$ cat config.mk
export PLATFORM = sky130hd
export DESIGN_NAME = mcrcw_top
export DESIGN_NICKNAME = d
export VERILOG_FILES = /design/src/common/mcrcw_pkg.sv /design/src/verilog/mcrcw_top.sv
export VERILOG_INCLUDE_DIRS = /design/src /design/src/common
export SDC_FILE = /design/constraint.sdc
export NUM_CORES = 1
export LEC_CHECK = 0
export BUFFER_PORTS_ARGS = -buffer_cell sky130_fd_sc_hd__buf_4
export CORE_UTILIZATION = 35
export DETAILED_ROUTE_END_ITERATION = 16
export PLACE_DENSITY = 0.69
export SYNTH_ARGS = -nofsm -noshare
export SYNTH_HDL_FRONTEND = slang
export SYNTH_SLANG_ARGS = --single-unit
$ cat constraint.sdc
create_clock -name clk -period 2.5 [get_ports clk]
set_clock_uncertainty 0.05 [all_clocks]
set_input_delay 0 -clock clk [delete_from_list [all_inputs] [get_ports clk]]
set_output_delay 0 -clock clk [all_outputs]
set_load 0.005 [all_outputs]
$ cat src/common/mcrcw_cfg.svh
`ifndef MCRCW_CFG_SVH
`define MCRCW_CFG_SVH
// register byte offsets
`define MCRCW_OFS_CW    8'h00
`define MCRCW_OFS_CFG   8'h04
`define MCRCW_OFS_PEND  8'h08
`define MCRCW_OFS_LOG   8'h0C
`define MCRCW_OFS_INDEX 8'h10
// control word field positions
`define MCRCW_CW_IRQ_INDEX_ZERO  15
`define MCRCW_CW_IWA    14
`define MCRCW_CW_IBR    13
`define MCRCW_CW_BUSY   12
`define MCRCW_CW_BLOCK_ACCESSED_FLAG   11
`define MCRCW_CW_DPB    10
`define MCRCW_CW_BROADCAST_SEEN  9
`define MCRCW_CW_ACK    8
`define MCRCW_CW_PAUSE  3
`define MCRCW_CW_PINGPONG_ENABLE   2
// host-writable bits of the control word, any time
`define MCRCW_CW_WR_ANY 16'hF008
// reset values
`define MCRCW_CW_RST    16'h0000
`define MCRCW_CFG_RST   9'h000
`define MCRCW_PEND_RST  3'h0
// config register fields
`define MCRCW_CFG_SIMPLIFIED_MODE_CMD_ENABLE  0
`define MCRCW_CFG_TERMINAL_EXECUTE  1
`define MCRCW_CFG_BCINV 2
`define MCRCW_CFG_EIXZ  4
`define MCRCW_CFG_EIWA  5
`define MCRCW_CFG_EIBR  6
`define MCRCW_CFG_SOFT_RESET  8
// pending / log bit positions
`define MCRCW_IRQ_IXZ   0
`define MCRCW_IRQ_IWA   1
`define MCRCW_IRQ_IBR   2
// broadcast-capable mode subaddresses
`define MCRCW_SA_LO     5'h00
`define MCRCW_SA_HI     5'h1F
`endif

$ cat src/common/mcrcw_pkg.sv
package mcrcw_pkg;
  // command header presented when a command starts
  typedef struct packed {
    logic       tr;        // transmit/receive bit, 0 = receive
    logic [4:0] subaddr;   // subaddress field
    logic [4:0] mode_code; // mode code field
    logic       broadcast; // addressed to broadcast address
  } mcrcw_cmd_t;
  // outcome given when the command completes
  typedef struct packed {
    logic error;   // message ended in error
    logic illegal; // command was illegal
  } mcrcw_done_t;
  // answer to the terminal logic
  typedef struct packed {
    logic applies;      // this control word governs the command
    logic busy;         // answer with busy status
    logic store_data;   // store the mode data word
    logic use_ptr_b;    // ping-pong: use data pointer b
    logic use_pointers; // data pointers are used at all
    logic simple_store; // store inside 4-word descriptor
  } mcrcw_rsp_t;
  // ahb-lite data-phase bookkeeping
  typedef struct packed {
    logic       write; // data phase is a write
    logic [7:0] addr;  // low address bits
  } mcrcw_aphase_t;
endpackage

$ cat src/verilog/mcrcw_top.sv
`include "mcrcw_cfg.svh"

module mcrcw_top #(
  parameter int IDX_W = 8 // buffer index width
) (
  input  wire logic                 clk,
  input  wire logic                 rst,
  input  wire logic                 master_reset_pin_n,
  // ahb-lite slave
  input  wire logic                 hsel,
  input  wire logic [31:0]          haddr,
  input  wire logic [1:0]           htrans,
  input  wire logic                 hwrite,
  input  wire logic [2:0]           hsize,
  input  wire logic [31:0]          hwdata,
  input  wire logic                 hready,
  output logic                      hreadyout,
  output logic                      hresp,
  output logic [31:0]               hrdata,
  // terminal command path
  input  wire logic                 cmd_start,
  input  wire mcrcw_pkg::mcrcw_cmd_t  cmd_info,
  input  wire logic                 cmd_done,
  input  wire mcrcw_pkg::mcrcw_done_t done_info,
  output logic                      rsp_valid,
  output mcrcw_pkg::mcrcw_rsp_t     rsp,
  output logic                      message_irq_pin
);
  import mcrcw_pkg::*;

  // ==========================================================
  // reset synchroniser
  // ==========================================================
  logic mr_s1_q;   // first stage, read only by mr_s2_q
  logic mr_s2_q;   // second stage
  logic mr_hit;    // master reset asserted (synchronised)
  logic rst_all;   // pin or system reset

  // pin is asynchronous, so two flops before use
  always_ff @(posedge clk) begin
    if (rst) begin
      mr_s1_q <= 1'b1;
      mr_s2_q <= 1'b1;
    end else begin
      mr_s1_q <= master_reset_pin_n;
      mr_s2_q <= mr_s1_q;
    end
  end

  assign mr_hit  = ~mr_s2_q;
  assign rst_all = rst | mr_hit;

  // ==========================================================
  // storage
  // ==========================================================
  logic [15:0]      cw_q;      // receive mode control word
  logic [15:0]      cw_d;
  logic [8:0]       cfg_q;     // configuration bits
  logic [2:0]       pend_q;    // pending interrupts
  logic [2:0]       pend_set;  // completion events
  logic [2:0]       log_bits_q;// last logged interrupt set
  logic [7:0]       log_cnt_q; // logged event count
  logic [IDX_W-1:0] idx_q;     // buffer index
  logic             sr_q;      // soft reset pulse
  mcrcw_cmd_t       cmd_q;     // command being processed
  logic             rd_cw;     // host reads the control word
  logic             wr_cw;     // host writes the control word

  // ==========================================================
  // ahb-lite slave: one wait state, registered read data
  // ==========================================================
  logic          dph_q;   // data phase in progress
  mcrcw_aphase_t aph_q;   // captured address phase
  logic          accept;  // address phase taken
  logic          wr_now;  // write data applied this cycle
  logic          rd_now;  // read data loaded this cycle
  logic [31:0]   rd_mux;  // selected read value

  assign accept = hsel & htrans[1] & hready;
  assign wr_now = dph_q & ~hreadyout & aph_q.write;
  assign rd_now = dph_q & ~hreadyout & ~aph_q.write;
  assign wr_cw  = wr_now & (aph_q.addr == `MCRCW_OFS_CW);
  assign rd_cw  = rd_now & (aph_q.addr == `MCRCW_OFS_CW);

  // unmapped addresses read zero and ignore writes
  assign rd_mux =
    (aph_q.addr == `MCRCW_OFS_CW)    ? {16'h0000, cw_q} :
    (aph_q.addr == `MCRCW_OFS_CFG)   ? {23'h000000, cfg_q} :
    (aph_q.addr == `MCRCW_OFS_PEND)  ? {29'h00000000, pend_q} :
    (aph_q.addr == `MCRCW_OFS_LOG)   ? {21'h000000, log_cnt_q, log_bits_q} :
    (aph_q.addr == `MCRCW_OFS_INDEX) ? 32'(idx_q) : 32'h00000000;

  // bus handshake; hsize is ignored, only whole words are used
  always_ff @(posedge clk) begin
    if (rst_all) begin
      dph_q     <= 1'b0;
      aph_q     <= '0;
      hreadyout <= 1'b1;
      hresp     <= 1'b0;
      hrdata    <= 32'h00000000;
    end else if (dph_q & ~hreadyout) begin
      // wait cycle: act on the transfer, then release
      hreadyout <= 1'b1;
      dph_q     <= 1'b0;
      if (rd_now) begin
        hrdata <= rd_mux;
      end
    end else if (accept) begin
      // stall the data phase one cycle
      dph_q     <= 1'b1;
      aph_q     <= '{write: hwrite, addr: haddr[7:0]};
      hreadyout <= 1'b0;
    end
  end

  // ==========================================================
  // configuration and soft reset
  // ==========================================================
  logic cfg_wr; // config register write
  assign cfg_wr = wr_now & (aph_q.addr == `MCRCW_OFS_CFG);

  // soft reset bit is a self-clearing strobe
  always_ff @(posedge clk) begin
    if (rst_all) begin
      cfg_q <= `MCRCW_CFG_RST;
      sr_q  <= 1'b0;
    end else begin
      sr_q <= cfg_wr & hwdata[`MCRCW_CFG_SOFT_RESET];
      if (cfg_wr) begin
        cfg_q <= {1'b0, hwdata[7:0]};
      end
    end
  end

  logic simplified_mode_cmd_enable;   // simplified mode command processing
  logic terminal_execute;   // terminal execute
  logic bcinv;  // broadcast invalidate
  assign simplified_mode_cmd_enable  = cfg_q[`MCRCW_CFG_SIMPLIFIED_MODE_CMD_ENABLE];
  assign terminal_execute  = cfg_q[`MCRCW_CFG_TERMINAL_EXECUTE];
  assign bcinv = cfg_q[`MCRCW_CFG_BCINV];

  // ==========================================================
  // command decode
  // ==========================================================
  logic cmd_hit;   // start applies to this word
  logic pp_mode;   // ping-pong selected
  logic pp_live;   // ping-pong active (ack high)

  // receive only, subaddress 0 or 1F
  assign cmd_hit = ~cmd_info.tr &
                   ((cmd_info.subaddr == `MCRCW_SA_LO) |
                    (cmd_info.subaddr == `MCRCW_SA_HI)) &
                   ~(cmd_info.broadcast & bcinv);
  // circular modes do not exist here; pingpong_enable or indexed
  assign pp_mode = ~simplified_mode_cmd_enable & cw_q[`MCRCW_CW_PINGPONG_ENABLE];
  assign pp_live = pp_mode & cw_q[`MCRCW_CW_ACK];

  // answer to a start, one cycle later, from flops
  always_ff @(posedge clk) begin
    if (rst_all) begin
      rsp_valid <= 1'b0;
      rsp       <= '0;
      cmd_q     <= '0;
    end else begin
      rsp_valid <= cmd_start;
      if (cmd_start) begin
        cmd_q            <= cmd_info;
        rsp.applies      <= cmd_hit;
        rsp.busy         <= cmd_hit & cw_q[`MCRCW_CW_BUSY];
        rsp.store_data   <= cmd_hit & ~cw_q[`MCRCW_CW_BUSY] &
                            cmd_info.mode_code[4];
        // pointer a or b; with ack low the same buffer is reused
        rsp.use_ptr_b    <= cmd_hit & pp_mode & cw_q[`MCRCW_CW_DPB];
        rsp.use_pointers <= cmd_hit & ~simplified_mode_cmd_enable;
        rsp.simple_store <= cmd_hit & simplified_mode_cmd_enable &
                            cmd_info.mode_code[4];
      end
    end
  end

  // ==========================================================
  // completion events
  // ==========================================================
  logic done_hit;  // completion of a governed command
  logic done_ok;   // clean completion
  logic done_bc;   // valid broadcast completion
  logic toggle;    // ping-pong pointer flips
  logic idx_dec;   // indexed mode index steps down
  logic idx_one;   // index at one before stepping

  assign done_hit = cmd_done & rsp.applies;
  assign done_ok  = done_hit & ~done_info.error & ~done_info.illegal;
  assign done_bc  = done_ok & cmd_q.broadcast;
  // error, illegal and busy leave the pointer; ack low freezes it
  assign toggle   = done_ok & ~rsp.busy & pp_live;
  assign idx_dec  = done_ok & ~rsp.busy & ~simplified_mode_cmd_enable & ~pp_mode &
                    (idx_q != '0);
  assign idx_one  = (idx_q == IDX_W'(1));

  // interrupt sources; same terms whether simplified or not, except index zero, which needs simplified mode off
  assign pend_set[`MCRCW_IRQ_IXZ] = idx_dec & idx_one &
    cw_q[`MCRCW_CW_IRQ_INDEX_ZERO] & cfg_q[`MCRCW_CFG_EIXZ];
  assign pend_set[`MCRCW_IRQ_IWA] = done_ok &
    cw_q[`MCRCW_CW_IWA] & cfg_q[`MCRCW_CFG_EIWA];
  assign pend_set[`MCRCW_IRQ_IBR] = done_bc &
    cw_q[`MCRCW_CW_IBR] & cfg_q[`MCRCW_CFG_EIBR];

  // ==========================================================
  // control word next value
  // ==========================================================
  always_comb begin
    cw_d = cw_q;
    // host side: bits 8-11 never taken from the bus
    if (wr_cw) begin
      cw_d = (cw_q & ~`MCRCW_CW_WR_ANY) |
             (hwdata[15:0] & `MCRCW_CW_WR_ANY);
      if (~terminal_execute) begin
        cw_d[`MCRCW_CW_PINGPONG_ENABLE] = hwdata[`MCRCW_CW_PINGPONG_ENABLE];
      end
    end
    // read side effect; a same-cycle completion wins below
    if (rd_cw) begin
      cw_d[`MCRCW_CW_BLOCK_ACCESSED_FLAG] = 1'b0;
    end
    // soft reset touches only three status bits
    if (sr_q) begin
      cw_d[`MCRCW_CW_BLOCK_ACCESSED_FLAG]  = 1'b0;
      cw_d[`MCRCW_CW_DPB]   = 1'b0;
      cw_d[`MCRCW_CW_BROADCAST_SEEN] = 1'b0;
    end
    // device updates only while the terminal executes
    if (terminal_execute) begin
      // ack tracks ping-pong selected and the pause request
      cw_d[`MCRCW_CW_ACK] = pp_mode & ~cw_q[`MCRCW_CW_PAUSE];
      // all status bits land in the same cycle
      if (done_hit) begin
        cw_d[`MCRCW_CW_BLOCK_ACCESSED_FLAG] = 1'b1;
      end
      if (done_bc) begin
        cw_d[`MCRCW_CW_BROADCAST_SEEN] = 1'b1;
      end
      if (toggle) begin
        cw_d[`MCRCW_CW_DPB] = ~cw_q[`MCRCW_CW_DPB];
      end
    end
    // unused bits stay zero; no circular-mode bits exist
    cw_d[7:4] = 4'h0;
    cw_d[1:0] = 2'h0;
  end

  // master reset clears the whole word
  always_ff @(posedge clk) begin
    if (rst_all) begin
      cw_q <= `MCRCW_CW_RST;
    end else begin
      cw_q <= cw_d;
    end
  end

  // ==========================================================
  // buffer index: host loads, indexed completions count down
  // ==========================================================
  logic idx_wr; // index register write
  assign idx_wr = wr_now & (aph_q.addr == `MCRCW_OFS_INDEX);

  always_ff @(posedge clk) begin
    if (rst_all) begin
      idx_q <= '0;
    end else if (idx_dec) begin
      // device step beats a colliding host load
      idx_q <= idx_q - IDX_W'(1);
    end else if (idx_wr) begin
      idx_q <= hwdata[IDX_W-1:0];
    end
  end

  // ==========================================================
  // pending interrupts, write one to clear, set wins
  // ==========================================================
  logic pend_wr; // pending register write
  assign pend_wr = wr_now & (aph_q.addr == `MCRCW_OFS_PEND);

  for (genvar i = 0; i < 3; i++) begin : g_pend
    always_ff @(posedge clk) begin
      if (rst_all) begin
        pend_q[i] <= 1'b0;
      end else if (pend_set[i]) begin
        pend_q[i] <= 1'b1;
      end else if (pend_wr & hwdata[i]) begin
        pend_q[i] <= 1'b0;
      end
    end
  end

  // ==========================================================
  // interrupt log and message interrupt pin
  // ==========================================================
  // only the latest event is kept; the count wraps silently
  always_ff @(posedge clk) begin
    if (rst_all) begin
      log_bits_q      <= `MCRCW_PEND_RST;
      log_cnt_q       <= 8'h00;
      message_irq_pin <= 1'b0;
    end else begin
      if (|pend_set) begin
        log_bits_q <= pend_set;
        log_cnt_q  <= log_cnt_q + 8'h01;
      end
      // pin raised with the status update
      message_irq_pin <= (|pend_set) | (|(pend_q & ~({3{pend_wr}} & hwdata[2:0])));
    end
  end

endmodule // mcrcw_top
==> impl_metrics.json <==
{
  "outcome": "complete, no violations",
  "drc": 0,
  "synth_ff_type": "dfxtp_1",
  "routed_wl_um": 9610,
  "endpoint_kind": "flop",
  "power_mw": 2.53,
  "ctsHtreeMaxLevel": 3,
  "vias": 3382,
  "num_rows": 37,
  "critPathKind": "flop to flop",
  "syn_area_per_cell_sq_um": 8.73,
  "antenna_left": 0,
  "synthTopCellsByArea": "dfxtp_1 43%, mux2i_1 8.4%, nor2_1 6.4%",
  "num_antenna_cells": 0,
  "root_buffer": "clkbuf_8",
  "clkSlewWorstSetupHoldPaths_ns": 0.08,
  "post_drt_wl_per_cell_um": 14.4,
  "core_area_sq_um": 10300,
  "firstDrtPassIters": 5,
  "worstPathRequired_ns": 2.69,
  "syn_inst": 421,
  "synth_area_sq_um": 3680,
  "tightest_slew_ns": 0.699,
  "grt_usage_pct": 18.1,
  "ios": 133,
  "power_leakage_nw": 1.83,
  "fin_nets": 621,
  "async_flop_share_pct": 0,
  "rsz0062_at_grt": "no",
  "hold_viol": 0,
  "port_buffers": 64,
  "clk_path_buf_depth": 2,
  "synth_edf_count": 0,
  "fmax_mhz": 456,
  "drive_gt1_share_pct": 20.5,
  "power_density_nw_per_um2": 520,
  "period_minus_slack_ns": 2.19,
  "grt.overflow.total": 0,
  "relSlewSlack_pct": 53.3,
  "grt_max_degree": 31,
  "synth-seq-area-share_pct": 43.0,
  "drt_iter0_drc": 119,
  "clkLatencyLatePin_ns": 0.35,
  "die_w_um": 105,
  "arrival_ns": 2.38,
  "ys_types": 54,
  "routabilityCongestion": 0.872,
  "synth_top_area_share_pct": 43.0,
  "grt_pass1_wl_um": 15800,
  "crit_path_max_fanout": 7,
  "finalSetupViolations": 0,
  "numCtsBuffers": 9,
  "timing.final.crit_share_pct": 87.7,
  "start_util_pct": 35.8,
  "synth_area_leader_cell": "dfxtp_1",
  "syn_to_final_growth_pct": 32.3,
  "die_y_um": 105,
  "clkSinkCount": 79,
  "avgViaCountPerCell": 5.07,
  "synth-warning-count": 0,
  "hp-class": "input port to flop",
  "grt_pass1_vias": 3309,
  "ys_seq_elements": 79,
  "start_kind": "flop",
  "post_cts_buffers": 0,
  "maxCapViolations": 0,
  "ir_drop_mv": 0.386,
  "die-area_sq_um": 10900,
  "hpwl_um": 6860,
  "finalMaxSlewViolations": 0,
  "cts_tree": "built",
  "grt_antenna_before_repair": 0,
  "fin_tns_setup_ns": 0
}
[critical path, cell delays in order, from the launching register on]
cell	delay, ns
dfxtp_1	0.45
inv_1	0.10
ha_1	0.26
and4b_1	0.29
nand4_1	0.16
a2111oi_0	0.54
xnor2_1	0.18
nor2_1	0.05
[Yosys cell counts, types with 3 or more instances]
cell type,count
nand4_1,5
buf_4,17
nand2b_1,9
xnor2_1,7
a31oi_1,3
dfxtp_1,79
nand4bb_1,3
and3_1,3
buf_1,3
o21ai_0,14
nand3_1,11
a32oi_1,5
nor3b_1,3
mux2i_1,31
inv_1,7
ha_1,4
nor3_1,3
a22oi_1,10
nor2b_1,3
a21oi_1,41
clkbuf_1,12
nor4_1,6
buf_2,4
nor2_1,63
nand2_1,35
[placed cells by master (no fill, tap or decap), types with 3 or more instances in the layout]
cell            n
buf_4          81
dfxtp_1        79
nor2_1         63
a21oi_1        41
nand2_1        35
dlygate4sd3_1  34
mux2i_1        31
conb_1         17
o21ai_0        14
nand3_1        11
a22oi_1        10
clkbuf_8        9
nand2b_1        8
inv_1           7
xnor2_1         7
nor4_1          6
a32oi_1         5
nand4_1         5
ha_1            4
nand4bb_1       3
nor3_1          3
nor2b_1         3
and3_1          3
nor3b_1         3
a31oi_1         3
[kinds of logic after synthesis]
group / Yosys count / synth area share, %
DFF: 79 / 43.0
adders and majority gates: 4 / 1.36
and+or+nand+nor: 163 / 22.9
AOI/OAI and AO/OA: 90 / 15.4
muxes: 33 / 9.05
xor gates and xnor gates: 7 / 1.67
other: 1 / 0.102
buffers and inverters: 44 / 6.57
[sequential cells by signal (all words and copies together), names as in the netlist]
signal / cells
aph_q: 9
cfg_q: 8
cmd_q: 1
cw_q: 10
dph_q: 1
hrdata: 16
hreadyout: 1
idx_q: 8
log_bits_q: 3
log_cnt_q: 8
message_irq_pin: 1
mr_s1_q: 1
mr_s2_q: 1
pend_q: 3
rsp: 6
rsp_valid: 1
sr_q: 1
[power by group]
group          switching (mW)  internal (mW)  leakage, nW  total, mW
registers              0.0115           1.27        0.638       1.28
clock network           0.486          0.568        0.103       1.05
logic                  0.0905          0.108         1.09      0.199
total                   0.588           1.94         1.83       2.53
[area by class of cell]
type	count	area [sq um]
sequential	79	1580
inverter	7	26.3
multi-input combinational	314	1920
fill	997	5410
clock inverter	6	92.6
tap	136	170
timing repair buffer	115	948
clock buffer	10	128
[stage by stage]
step	hold WS [ns]	cell area [sq um]	cells	worst slack (ns)	util, %
2_1_floorplan	0.0538	3740	437	0.445	-
3_3_place_gp	0.141	4300	617	0.302	41.9
3_5_place_dp	0.143	4300	617	0.255	41.9
4_1_cts	0.00574	4860	667	0.220	47.3
5_1_grt	0.0559	4860	667	0.0689	47.3
6_report	0.0267	4860	667	0.308	47.3
[metal layers]
layer | GRT usage, % | wire length, um | vias to the layer above
li1 | - | - | 1677
met2 | 31.2 | 4760 | 102
met3 | 3.76 | 385 | 14
met4 | 6.53 | 142 | 0
met1 | 21.9 | 4320 | 1589
met5 | 0 | 0 | -
[repair_timing]
action / CTS / global route
setup endpoints to repair: 0 / 1
hold endpoints to repair: 47 / 0
hold buffers: 34 / 0
gates resized for setup: 0 / 1
[worst paths after layout]
check | startpoint | end | slack (ns) | depth (start not counted)
max | idx_q[0] | log_cnt_q[5] | 0.31 | 7
min | hsel | dph_q | 0.03 | 5
max reg2reg | idx_q[0] | log_cnt_q[5] | 0.31 | 7
min reg2reg | mr_s1_q | mr_s2_q | 0.38 | 1
Power figures use the tool's default switching activity.
